[config.mk]
export PLATFORM = sky130hd
export DESIGN_NAME = serial_output_port
export DESIGN_NICKNAME = d
export VERILOG_FILES = /design/src/verilog/word_buffer.v /design/src/verilog/serial_output_port.v
export VERILOG_INCLUDE_DIRS = /design/src /design/src/verilog
export SDC_FILE = /design/constraint.sdc
export NUM_CORES = 1
export LEC_CHECK = 0
export ABC_AREA = 1
export BUFFER_PORTS_ARGS = -buffer_cell sky130_fd_sc_hd__buf_2
export CAP_MARGIN = 20
export CORE_MARGIN = 4
export CORE_UTILIZATION = 40
export CTS_CLUSTER_DIAMETER = 80
export DETAILED_ROUTE_END_ITERATION = 12
export GPL_ROUTABILITY_DRIVEN = 0
export GPL_TIMING_DRIVEN = 0
export HOLD_SLACK_MARGIN = 0.05
export SLEW_MARGIN = 20
export SYNTH_ARGS = -nofsm -noshare
export SYNTH_HDL_FRONTEND = slang
export SYNTH_SLANG_ARGS = --single-unit
[constraint.sdc]
create_clock -name clk -period 12.3 [get_ports clk]
set_input_delay 1.23 -clock clk [delete_from_list [all_inputs] [get_ports clk]]
set_output_delay 1.23 -clock clk [all_outputs]
set_load 0.01 [all_outputs]
[src/verilog/serial_port_defs.vh]
// Purpose: constants for the converter serial output port
// Assumes: one clock, 200 MHz
// Notes: offsets, field positions, reset values and timing counts
// Behaviour
// - filter-type bit: 0 wideband, 1 sinc5
// - pin mode: one filter pin for all
// - register mode: filter chosen per channel
// - saturated bit set on clip, no wrap
// - channel id bits carry binary channel number
// - device masters clock, strobe and data
// - strobe one bit clock before msb
// - strobe fall starts words, header first
// - format 00 per lane, 01 two lanes
// - modes 0xa div4, 0x8/0x4 undivided clock; the code runs 0x8/0x4 at clk/2
// - lanes held low after words end
// - one-shot by modes 0xc-0xf or bit 4
// - sync rise resets filters, strobe low
// - one-shot strobe is active-high frame
// - settle time elapses before one-shot output
// - all channels sent, bit 6 flags unsettled
// - one-shot idles until next sync
// - chain uses lanes seven/eight as inputs
// - chain shifts upstream data on rising edge
// - 32-bit word, header then msb-first result
// - format 1x all on first lane
`ifndef SERIAL_PORT_DEFS_VH
`define SERIAL_PORT_DEFS_VH
// ----------------------------------------
// register map
// ----------------------------------------
`define REG_DATA_CTRL_ADDR 8'h06
`define REG_DATA_CTRL_RESET 8'h00
`define CTRL_ONE_SHOT_BIT 4
// ----------------------------------------
// header field positions
// ----------------------------------------
`define HDR_ERROR_BIT 7
`define HDR_UNSETTLED_BIT 6
`define HDR_REPEAT_BIT 5
`define HDR_FILTER_BIT 4
`define HDR_SAT_BIT 3
// ----------------------------------------
// pin mode codes and format codes
// ----------------------------------------
`define MODE_FAST_DIV4 4'ha
`define MODE_FAST_DIV1 4'h8
`define MODE_MEDIAN_DIV1 4'h4
`define FMT_PER_LANE 2'b00
`define FMT_TWO_LANES 2'b01
// ----------------------------------------
// timing
// ----------------------------------------
`define WORD_BITS 32
`define CLK_PERIOD_NS 5
`define SETTLE_TIME_NS 1000
`define SETTLE_CYCLES ((`SETTLE_TIME_NS + `CLK_PERIOD_NS - 1) / `CLK_PERIOD_NS)
`endif

[src/verilog/word_buffer.v]
// Purpose: two-entry valid/ready buffer for channel word sets
// Assumes: synchronous inputs, one clock
// Notes: full and empty are exact; ce low freezes everything
`timescale 1ns/10ps
module word_buffer #(
  parameter WIDTH = 256
) (
  // clock and reset
  input wire clk,
  input wire rstn,
  input wire ce,
  // fill side
  input wire in_valid,
  output wire in_ready,
  input wire [WIDTH-1:0] in_data,
  // drain side
  output wire out_valid,
  input wire out_ready,
  output wire [WIDTH-1:0] out_data
);
  // ----------------------------------------
  // storage
  // ----------------------------------------
  reg [WIDTH-1:0] mem_q [0:1]; // two slots
  reg wr_q; // write index
  reg rd_q; // read index
  reg [1:0] cnt_q; // occupancy
  wire push;
  wire pop;
  assign in_ready = (cnt_q != 2'd2); // honest full
  assign out_valid = (cnt_q != 2'd0); // honest empty
  assign out_data = mem_q[rd_q];
  assign push = ce & in_valid & in_ready;
  assign pop = ce & out_valid & out_ready;
  // pointer and count update
  always @(posedge clk or negedge rstn) begin
    if (!rstn) begin
      wr_q <= 1'b0;
      rd_q <= 1'b0;
      cnt_q <= 2'd0;
    end else begin
      if (push) wr_q <= ~wr_q;
      if (pop) rd_q <= ~rd_q;
      if (push & ~pop) cnt_q <= cnt_q + 2'd1;
      else if (pop & ~push) cnt_q <= cnt_q - 2'd1;
    end
  end
  // data slots, no reset needed on payload
  always @(posedge clk) begin
    if (push) mem_q[wr_q] <= in_data;
  end
endmodule // word_buffer

[src/verilog/serial_output_port.v]
// Purpose: serial output framer of an eight-channel sigma-delta converter
// Assumes: conversion results arrive as one word set per output_word_rate tick
// Notes: bit clock derived from clk; format latched once after reset
`timescale 1ns/10ps
`include "serial_port_defs.vh"
module serial_output_port #(
  parameter NCH = 8,
  parameter SETTLE_CYCLES = `SETTLE_CYCLES
) (
  // clock, reset, enable
  input wire clk,
  input wire rstn,
  input wire ce,
  // pin configuration
  input wire pin_ctrl_mode,
  input wire filter_sel_pin,
  input wire [3:0] pin_mode,
  input wire [1:0] lane_format_pins,
  input wire chain_enable,
  // register port
  input wire reg_wr,
  input wire reg_rd,
  input wire [7:0] reg_addr,
  input wire [7:0] reg_wdata,
  output reg [7:0] reg_rdata,
  input wire [NCH-1:0] reg_filter_sel,
  // conversion results from the filters
  input wire sample_valid,
  output wire sample_ready,
  input wire [NCH*24-1:0] sample_data,
  input wire [NCH-1:0] sample_clip,
  input wire [NCH-1:0] sample_settled,
  output reg filter_reset,
  // sync from host
  input wire sync_in,
  // serial link
  output reg serial_bit_clock,
  output reg frame_strobe_n,
  output reg [NCH-1:0] serial_out_lanes,
  input wire chain_in_lane_first,
  input wire chain_in_lane_second
);
  // ----------------------------------------
  // state codes
  // ----------------------------------------
  localparam ST_IDLE = 2'd0;
  localparam ST_LEAD = 2'd1;
  localparam ST_SHIFT = 2'd2;
  localparam ST_SETTLE = 2'd3;
  localparam [15:0] SETTLE_N = SETTLE_CYCLES;

  // ----------------------------------------
  // control register
  // ----------------------------------------
  reg [7:0] ctrl_q; // conversion_data_control
  wire one_shot;
  wire [1:0] fmt_eff;
  reg [1:0] fmt_q; // format captured after reset
  reg fmt_done_q;
  // register write and read-back
  always @(posedge clk or negedge rstn) begin
    if (!rstn) begin
      ctrl_q <= `REG_DATA_CTRL_RESET;
      reg_rdata <= 8'h00;
    end else if (ce) begin
      if (reg_wr && reg_addr == `REG_DATA_CTRL_ADDR) ctrl_q <= reg_wdata;
      if (reg_rd) reg_rdata <= (reg_addr == `REG_DATA_CTRL_ADDR) ? ctrl_q : 8'h00;
    end
  end
  // format pins read once; they are meant to be hardwired
  always @(posedge clk or negedge rstn) begin
    if (!rstn) begin
      fmt_q <= 2'b00;
      fmt_done_q <= 1'b0;
    end else if (ce && !fmt_done_q) begin
      fmt_q <= lane_format_pins;
      fmt_done_q <= 1'b1;
    end
  end
  assign fmt_eff = fmt_q;
  // one-shot from pin code or register bit
  assign one_shot = pin_ctrl_mode ? (pin_mode[3:2] == 2'b11)
                                  : ctrl_q[`CTRL_ONE_SHOT_BIT];

  // ----------------------------------------
  // bit clock divider
  // ----------------------------------------
  // only 0xa divides by four; other codes run at clk/2, the fastest toggle
  wire div4;
  reg [1:0] div_q;
  wire bit_tick; // clk edge on which the bit clock falls
  wire rise_tick; // clk edge on which the bit clock rises
  assign div4 = pin_ctrl_mode && (pin_mode == `MODE_FAST_DIV4);
  always @(posedge clk or negedge rstn) begin
    if (!rstn) begin
      div_q <= 2'd0;
      serial_bit_clock <= 1'b0;
    end else if (ce) begin
      div_q <= div4 ? div_q + 2'd1 : {1'b0, ~div_q[0]};
      serial_bit_clock <= div4 ? div_q[1] : div_q[0];
    end
  end
  // launch on falling edge of the bit clock, so the host has half a bit of margin
  assign bit_tick = div4 ? (div_q == 2'd0) : ~div_q[0];
  assign rise_tick = div4 ? (div_q == 2'd2) : div_q[0];

  // ----------------------------------------
  // word set assembly
  // ----------------------------------------
  reg [NCH*32-1:0] words; // header plus result per channel
  integer i;
  integer j; // lane loop of the clocked process
  // build the 32-bit word per channel; channel 0 sits at the top of the
  // image so that shared lanes send channels in ascending order
  always @* begin
    words = {NCH*32{1'b0}};
    for (i = 0; i < NCH; i = i + 1) begin
      words[(NCH-1-i)*32+31] = 1'b0; // no error source here
      words[(NCH-1-i)*32+30] = ~sample_settled[i];
      words[(NCH-1-i)*32+29] = 1'b0; // single rate, no repeat
      words[(NCH-1-i)*32+28] = pin_ctrl_mode ? filter_sel_pin
                                             : reg_filter_sel[i];
      words[(NCH-1-i)*32+27] = sample_clip[i];
      words[(NCH-1-i)*32+24 +: 3] = i[2:0];
      words[(NCH-1-i)*32 +: 24] = sample_data[i*24 +: 24];
    end
  end

  // ----------------------------------------
  // buffer between filters and shifter
  // ----------------------------------------
  wire buf_valid;
  reg buf_ready;
  wire [NCH*32-1:0] buf_data;
  reg gate_q; // one-shot: accept sets only when armed
  wire in_valid_g;
  wire in_ready_b;
  assign in_valid_g = sample_valid & (~one_shot | gate_q);
  // drop unrequested sets in one-shot so filters do not stall while disarmed
  assign sample_ready = in_ready_b | (one_shot & ~gate_q);
  word_buffer #(.WIDTH(NCH*32)) u_buf (
    .clk(clk),
    .rstn(rstn),
    .ce(ce),
    .in_valid(in_valid_g),
    .in_ready(in_ready_b),
    .in_data(words),
    .out_valid(buf_valid),
    .out_ready(buf_ready),
    .out_data(buf_data)
  );

  // ----------------------------------------
  // framer state machine
  // ----------------------------------------
  reg [1:0] st_q;
  reg [NCH*32-1:0] sh_q; // shift image
  reg [7:0] bit_cnt_q; // bits left in the frame, minus one
  reg [15:0] settle_q;
  reg sync_d_q; // previous sync level
  reg [1:0] chain_q; // sampled chain inputs
  reg [7:0] frame_bits; // bits per lane for the format, minus one
  wire sync_rise;
  assign sync_rise = sync_in & ~sync_d_q; // sync is synchronous to clk
  // bits per lane by format
  always @* begin
    if (fmt_eff == `FMT_PER_LANE) frame_bits = 8'd31; // 32 bits
    else if (fmt_eff == `FMT_TWO_LANES) frame_bits = 8'd127; // 128 bits
    else frame_bits = 8'd255; // 256 bits, counter holds 255 down to 0
  end
  // pop a set when the shifter starts it
  always @* begin
    buf_ready = 1'b0;
    if (st_q == ST_IDLE && bit_tick && !(one_shot && !gate_q)) buf_ready = 1'b1;
  end
  // sequencing, strobe, lanes
  always @(posedge clk or negedge rstn) begin
    if (!rstn) begin
      st_q <= ST_IDLE;
      sh_q <= {NCH*32{1'b0}};
      bit_cnt_q <= 8'd0;
      settle_q <= 16'd0;
      sync_d_q <= 1'b0;
      gate_q <= 1'b0;
      chain_q <= 2'b00;
      filter_reset <= 1'b0;
      frame_strobe_n <= 1'b1;
      serial_out_lanes <= {NCH{1'b0}};
    end else if (ce) begin
      sync_d_q <= sync_in;
      filter_reset <= 1'b0;
      if (one_shot && sync_rise) begin
        filter_reset <= 1'b1;
        frame_strobe_n <= 1'b0;
        gate_q <= 1'b0;
        settle_q <= SETTLE_N;
        st_q <= ST_SETTLE;
        serial_out_lanes <= {NCH{1'b0}};
      end else begin
        case (st_q)
          ST_IDLE: begin
            if (buf_valid && buf_ready) begin
              sh_q <= buf_data;
              st_q <= ST_LEAD;
              bit_cnt_q <= frame_bits;
              // standard: strobe low one bit period ahead of the msb
              if (!one_shot) frame_strobe_n <= 1'b0;
            end else if (bit_tick && one_shot) begin
              frame_strobe_n <= 1'b0; // frame ends after the last bit stood
            end
          end
          ST_LEAD, ST_SHIFT: begin
            if (bit_tick) begin
              st_q <= ST_SHIFT;
              // strobe rises with the msb: end of low pulse or start of high frame
              if (st_q == ST_LEAD) frame_strobe_n <= 1'b1;
              if (chain_enable) begin
                // chain mode: lanes 0/1 out, upstream data shifted behind
                serial_out_lanes <= {{NCH-2{1'b0}}, sh_q[NCH*16-1], sh_q[NCH*32-1]};
                sh_q <= {sh_q[NCH*32-2:NCH*16], chain_q[0],
                         sh_q[NCH*16-2:0], chain_q[1]};
              end else if (fmt_eff == `FMT_PER_LANE) begin
                for (j = 0; j < NCH; j = j + 1)
                  serial_out_lanes[j] <= sh_q[(NCH-1-j)*32+31];
                sh_q <= sh_q << 1;
              end else if (fmt_eff == `FMT_TWO_LANES) begin
                // ch0..3 on lane 0, ch4..7 on lane 1, ascending
                serial_out_lanes <= {{NCH-2{1'b0}}, sh_q[NCH*16-1], sh_q[NCH*32-1]};
                sh_q <= sh_q << 1;
              end else begin
                serial_out_lanes <= {{NCH-1{1'b0}}, sh_q[NCH*32-1]};
                sh_q <= sh_q << 1;
              end
              if (bit_cnt_q == 8'd0) begin
                st_q <= ST_IDLE;
                if (one_shot) gate_q <= 1'b0; // wait for next sync
              end else begin
                bit_cnt_q <= bit_cnt_q - 8'd1;
              end
            end
          end
          ST_SETTLE: begin
            // filters settle before any output
            if (settle_q == 16'd0) begin
              gate_q <= 1'b1;
              st_q <= ST_IDLE;
            end else begin
              settle_q <= settle_q - 16'd1;
            end
          end
          default: st_q <= ST_IDLE;
        endcase
        // outside a one-shot sync restart, lanes drop only on a bit-clock fall, so the last bit stands a full bit
        if ((st_q == ST_IDLE || st_q == ST_SETTLE) && bit_tick)
          serial_out_lanes <= {NCH{1'b0}};
      end
      // chain inputs taken at the rising bit-clock edge
      if (rise_tick) chain_q <= {chain_in_lane_second, chain_in_lane_first};
    end
  end
endmodule // serial_output_port

Yosys cells after proc, flatten, opt, wreduce, memory -nomap -nowiden
Memories as Yosys holds them, arrays and structs flattened.
Index checks and enable logic that the tools add are counted.
{ "word_totals": {"out_inout_bits": 20, "mem_bits_ro": 0, "register_bits": 322, "mem_bits_rw": 432, "inputBits": 250, "latchBits": 0, "mem_count": 1} }
{ "memory_table": {"columns": ["memory", "words", "width", "read_ports", "rd_ports_with_merged_regs", "wr", "line_no", "source"], "rows": [
  ["u_buf.mem_q", 2, 216, 1, 0, 1, "word_buffer.v:24", "reg [WIDTH-1:0] mem_q [0:1];"]
]} }
{ "op_classes": {"n_bitwise": 28, "div_mod_pow": 0, "mul": 0, "n_lt_le_gt_ge": 0, "mux": 59, "eq_ne": 21, "n_reduce_logical": 38, "n_shift": 0, "n_addsub": 5} }
{ "op_table": {"columns": ["operator", "n"], "rows": [
  ["256-bit 2-to-1 mux", 2],
  ["256-bit one-hot mux with 2 select lines", 1],
  ["129-bit 2-to-1 mux", 1],
  ["8-bit 2-to-1 mux", 12],
  ["16-bit 2-to-1 mux", 3],
  ["1-bit 2-to-1 mux", 27],
  ["2-bit 2-to-1 mux", 9],
  ["3-bit inequality test (second input constant)", 6],
  ["6-bit AND reduction", 3],
  ["1-bit NOT", 17],
  ["16-bit zero test", 1],
  ["8-bit one-hot mux with 2 select lines", 1],
  ["16-bit by 1-bit subtractor with 16-bit output (second input constant)", 1],
  ["3-bit nonzero test", 4],
  ["1-bit logical AND", 10],
  ["2-bit inequality test (second input constant)", 5],
  ["1-bit AND", 9],
  ["2-bit == test (second input constant)", 4],
  ["8-bit by 3-bit == test with 1-bit output (second input constant)", 1],
  ["8-bit zero test", 1],
  ["4-bit inequality test (second input constant)", 2],
  ["2-bit nonzero test", 4],
  ["8-bit by 1-bit subtractor with 8-bit output (second input constant)", 1],
  ["2-bit zero test", 3],
  ["other kinds (14)", 23]
]} }

Logic depth before layout (Yosys ltp)
{ "logic_depth": {"ltp_word": 11, "depth_mapped": 13} }

Cells and area by module
A second synthesis with hierarchy kept.
{ "unflattened": {"hier_cells": 3783, "area_unflattened_um2": 35878.2} }
{ "by_module_without_submodules": {"columns": ["module", "area_per_inst_um2", "seq_area_each_um2", "cells_per_inst", "instances"], "rows": [
  ["word_buffer", 18926.9, 15474.8, 1369, 1],
  ["serial_output_port", 16951.3, 7958.9, 2414, 1]
]} }

Least setup slack after synthesis
No wires, ideal clock.
{ "synth_timing": {"path_kind": "input to register", "start": "in ce", "end": "mem u_buf.mem_q[1][0] in the netlist's numbering, enable pin", "path_slack_ns": 0.788, "t_arrival_ns": 10.715, "path_stages": 5, "setup_time_ns": 0.797, "n_path_buf": 1, "path_cell_list": "clkbuf_1 nand2_1 nor2_1 nand2_1 nor2_1"} }
{ "synth_between": {"elab_chain_len": 4} }
{ "synth_lines": {"columns": ["item", "line_no", "source"], "rows": [
  ["start: declaration", "serial_output_port.v:13", "input wire ce,"],
  ["1-bit AND (2 in a row)", "word_buffer.v:33", "assign push = ce & in_valid & in_ready;"],
  ["1-bit 2-to-1 mux", "word_buffer.v:50", "if (push) mem_q[wr_q] <= in_data;"],
  ["1-bit 2-to-1 mux (not written as such)", "word_buffer.v:50", null],
  ["end: declaration", "word_buffer.v:24", null]
]} }
Every way passes these cells.

Final worst setup path
{ "layout_timing": {"start": "in pin_ctrl_mode", "end": "out sample_ready"} }
{ "layout_between": {"elab_chain_len": 3} }
{ "layout_lines": {"columns": ["item", "line_no", "source"], "rows": [
  ["start: declaration", "serial_output_port.v:15", "input wire pin_ctrl_mode,"],
  ["1-bit 2-to-1 mux", "serial_output_port.v:82", "assign one_shot = pin_ctrl_mode ? (pin_mode[3:2] == 2'b11)"],
  ["1-bit AND", "serial_output_port.v:140", "assign sample_ready = in_ready_b | (one_shot & ~gate_q);"],
  ["1-bit OR", "serial_output_port.v:140", null],
  ["end: declaration", "serial_output_port.v:29", "output wire sample_ready,"]
]} }
Every way passes these cells.

==> metrics.txt <==
# TYPE chip_impl_metric gauge
chip_impl_info{name="outcome",value="completed"} 1
chip_impl_metric{name="postRouteAntennaNets",unit=""} 0
chip_impl_metric{name="h_tree_lvls",unit=""} 3
chip_impl_info{name="rsz0062_at_grt",value="no"} 1
chip_impl_metric{name="die_x",unit="µm"} 289
chip_impl_metric{name="die_h",unit="µm"} 289
chip_impl_metric{name="worst_slew_pin_slew",unit="ns"} 1.08
chip_impl_info{name="setup.worst_path.class",value="in -> out"} 1
chip_impl_metric{name="nNetsFinal",unit=""} 3394
chip_impl_metric{name="io-pin-count",unit=""} 270
chip_impl_metric{name="postCtsHoldBufs",unit=""} 0
chip_impl_metric{name="grt_start_max_net_pins",unit=""} 93
chip_impl_info{name="tritoncts",value="yes"} 1
chip_impl_metric{name="netlist.area_leader.share",unit="%"} 41.0
chip_impl_info{name="yosysTopAreaCell",value="edfxtp_1"} 1
chip_impl_metric{name="dpl_cell_area",unit="µm²"} 34800
chip_impl_metric{name="leakagePower",unit="nW"} 15.5
chip_impl_metric{name="report.final.hold_viol_count",unit=""} 0
chip_impl_metric{name="slew-limit-headroom",unit="%"} 28.3
chip_impl_metric{name="path_clk_slew",unit="ns"} 0.06
chip_impl_metric{name="syn_nets",unit=""} 3017
chip_impl_metric{name="netlist-cell-type-count",unit=""} 41
chip_impl_info{name="busiest_layer",value="met2"} 1
chip_impl_metric{name="total_negative_setup_slacks",unit="ns"} 0
chip_impl_metric{name="cts_buffers",unit=""} 84
chip_impl_info{name="worst_setup_path_end_kind",value="output port"} 1
chip_impl_metric{name="number_of_antenna_violations_at_the_first_check_in_global_routing",unit=""} 11
chip_impl_metric{name="pwr_density_cell",unit="nW/µm²"} 276
chip_impl_metric{name="clock_tree.buffer_depth",unit=""} 3
chip_impl_info{name="timing.hold.worst.start",value="fmt_done_q$_DFFE_PN0P_"} 1
chip_impl_metric{name="flow.area_growth_from_synthesis",unit="%"} 18.9
chip_impl_metric{name="mean_routed_wirelength_per_cell",unit="µm"} 18.4
chip_impl_metric{name="final_core_utilization",unit="%"} 48.3
chip_impl_metric{name="clkLatencyLatePin",unit="ns"} 0.60
chip_impl_metric{name="globalRouteMet2Util",unit="%"} 31.3
chip_impl_metric{name="met1_usage",unit="%"} 24.8
chip_impl_metric{name="resized_gates_after_cts",unit=""} 0
chip_impl_metric{name="route.detailed.drc",unit=""} 0
chip_impl_metric{name="initial_util",unit="%"} 40.6
chip_impl_metric{name="r2r_slack",unit="ns"} 9.24
chip_impl_info{name="clock_root_buffer",value="clkbuf_16"} 1
chip_impl_metric{name="synth.area.mux_share",unit="%"} 0.107
chip_impl_metric{name="max_cap_violations",unit=""} 0
chip_impl_metric{name="holdWs",unit="ns"} 0.471
chip_impl_metric{name="proportion_of_layout_cells_with_a_drive_suffix_above_1",unit="%"} 29.6
chip_impl_metric{name="post_synthesis_compound_gate_area_fraction",unit="%"} 13.9
chip_impl_info{name="hold_path_end",value="fmt_done_q$_DFFE_PN0P_"} 1
chip_impl_info{name="most_common_library_cell_in_the_layout_ignoring_fill_and_taps",value="nand2_1"} 1
chip_impl_metric{name="fin_area",unit="µm²"} 37600
chip_impl_metric{name="drt_iter0_markers",unit=""} 1462
chip_impl_metric{name="clock-skew-final",unit="ns"} 0.0175
chip_impl_metric{name="critical_path_peak_fanout",unit=""} 9
chip_impl_metric{name="route.detailed.vias_per_inst",unit=""} 5.04
chip_impl_metric{name="all_layer_global_routing_usage",unit="%"} 18.7
chip_impl_metric{name="ir_worst_vdd",unit="mV"} 0.121
chip_impl_metric{name="worst_ep_arrival_time",unit="ns"} 2.55
chip_impl_metric{name="required",unit="ns"} 11.07
chip_impl_metric{name="clock_sink_count",unit=""} 754
chip_impl_metric{name="grt_overflow_total",unit=""} 0
chip_impl_metric{name="portBuffers",unit=""} 269
chip_impl_metric{name="synthCells",unit=""} 2756
chip_impl_metric{name="max_clock_freq",unit="MHz"} 264
chip_impl_metric{name="yosys.area_share.adder",unit="%"} 0.435
chip_impl_info{name="final_cell_mix",value="nand2_1, edfxtp_1, dfrtp_1, buf_2, nor2_1"} 1
chip_impl_info{name="r2r-end",value="sh_q[216]$_DFFE_PN0P_"} 1
chip_impl_info{name="post_synth_main_area_contributors",value="edfxtp_1, dfrtp_1, nand2_1"} 1
chip_impl_metric{name="global_route_wire_length_before_repair",unit="µm"} 123000
chip_impl_metric{name="route.final.wire_length",unit="µm"} 78300
chip_impl_metric{name="row_count",unit=""} 102
chip_impl_metric{name="standard_cell_core_area",unit="µm²"} 78000
chip_impl_metric{name="die_footprint",unit="µm²"} 83700
chip_impl_metric{name="routed-via-count",unit=""} 21400
chip_impl_metric{name="drt_first_pass_iters",unit=""} 5
chip_impl_metric{name="fillers",unit=""} 6986
chip_impl_metric{name="synth_xor_area_share",unit="%"} 0.277
chip_impl_metric{name="period_minus_slack",unit="ns"} 3.78
chip_impl_metric{name="synthSimpleGateAreaFrac",unit="%"} 14.7
chip_impl_info{name="setup.worst_path.start_class",value="input pin"} 1
chip_impl_info{name="hold_path.class",value="reg -> reg"} 1
chip_impl_metric{name="first_global_vias",unit=""} 22000
chip_impl_metric{name="yosysSeqAreaShare",unit="%"} 66.4
chip_impl_metric{name="totalPowerFinal",unit="mW"} 10.4
chip_impl_info{name="critical_path.reg2reg.startpoint",value="st_q[0]$_DFFE_PN0P_"} 1
chip_impl_metric{name="synth.yosys.warnings",unit=""} 0
chip_impl_metric{name="setup_viol",unit=""} 0
chip_impl_metric{name="cts_post_setup_buffers_inserted",unit=""} 0
chip_impl_metric{name="worst_hold_path.num_cells",unit=""} 2
chip_impl_metric{name="number_of_storage_elements_in_the_synthesis_netlist",unit=""} 754
chip_impl_metric{name="mappedNetlistArea",unit="µm²"} 31700
chip_impl_metric{name="final_min_period_over_clock_period",unit="%"} 30.7
chip_impl_metric{name="reg2regPathDepth",unit=""} 8
chip_impl_metric{name="avgSynthCellArea",unit="µm²"} 11.5
chip_impl_metric{name="gr-usage-met3",unit="%"} 3.78
chip_impl_info{name="synth_top_family_by_area",value="simple AND/OR/NAND/NOR gates"} 1
chip_impl_metric{name="slew_violations",unit=""} 0
chip_impl_metric{name="hpwl_detailed",unit="µm"} 54200
## cell families (layout without fill, tap and decap cells)
group / Yosys count / after routing
mux: 3 / 3
fa+ha+maj: 11 / 11
xor+xnor: 10 / 10
other cells: 0 / 7
simple gates: 1198 / 1198
buf+inv: 239 / 684
flops: 754 / 754
compound gates: 541 / 541
## how the worst max path moves through the flow
stage	startpoint	to	slack, ns	cells after the start
final	pin_ctrl_mode	sample_ready	8.52	7
after CTS	pin_ctrl_mode	sample_ready	8.45	7
after detailed placement	ce	u_buf.mem_q[1][33]$_DFFE_PP_	8.03	10
after floorplan	ce	u_buf.mem_q[1][0]$_DFFE_PP_	0.79	5
after global placement	ce	u_buf.mem_q[1][32]$_DFFE_PP_	-5.75	6
after global routing	pin_ctrl_mode	sample_ready	8.43	7
## metrics by stage
stage | worst slack (ns) | instances
2_1_floorplan | 0.788 | 2756
3_3_place_gp | -5.75 | 4065
3_5_place_dp | 8.03 | 4087
4_1_cts | 8.45 | 4241
5_1_grt | 8.43 | 4242
6_report | 8.52 | 4248
## Yosys cell counts, drive strengths merged
cell type,number
o211ai,2
edfxtp,432
nand3,36
o22ai,2
dfrtp,321
nor2,272
nand4,11
a21boi,2
o21ai,305
inv,74
a21oi,9
nand3b,5
clkbuf,98
xor2,9
o31ai,3
xnor2,1
and3,1
nor3b,1
ha,11
dfstp,1
a32o,2
nor4,4
nor3,5
buf,67
mux2,3
and2,1
a31oi,2
nand2,861
a31o,214
or2,1
## layer usage
layer  routed length, µm  share of wire [%]  up-vias
met4                1580                2.0        4
met2               37900                 48      509
met1               34000                 43    10600
li1                    -                  -    10200
met3                4760                6.1      105
met5                  23              0.029        -
## power by group
part | total, mW | switching, mW | internal [mW]
Clock | 2.54 | 1.01 | 1.53
Sequential | 3.65 | 0.306 | 3.34
Combinational | 4.19 | 2.53 | 1.66
Total | 10.4 | 3.84 | 6.53
## layout make-up
| type | count | area (µm²) | area share [%] |
|---|---|---|---|
| clock inverters | 47 | 485 | 1.29 |
| well taps | 1040 | 1300 | 3.46 |
| flip-flops and latches | 754 | 21000 | 55.9 |
| diodes | 7 | 17.5 | 0.0465 |
| clock buffers | 107 | 2320 | 6.17 |
| multi-input cells | 1763 | 9340 | 24.8 |
| plain buffers | 165 | 1030 | 2.73 |
| inverters | 74 | 278 | 0.738 |
| repair buffers | 291 | 1840 | 4.89 |
## worst max-delay path, cell delays in order
cell and delay [ns]:
buf_2 0.12, inv_2 0.38, nand2_2 0.22, nand2_2 0.18
nand2_1 0.13, nand2_1 0.12, buf_2 0.15
## flip-flops by register name, summed over array words and instances, names as in the netlist, 2 cells and up
signal,flops
serial_out_lanes,8
settle_q,16
fmt_eff,2
reg_rdata,8
u_buf.cnt_q,2
chain_q,2
st_q,2
sh_q,256
div_q,2
ctrl_q,8
bit_cnt_q,8
u_buf.mem_q,432
Note: power is estimated with default switching activity, not from simulation.
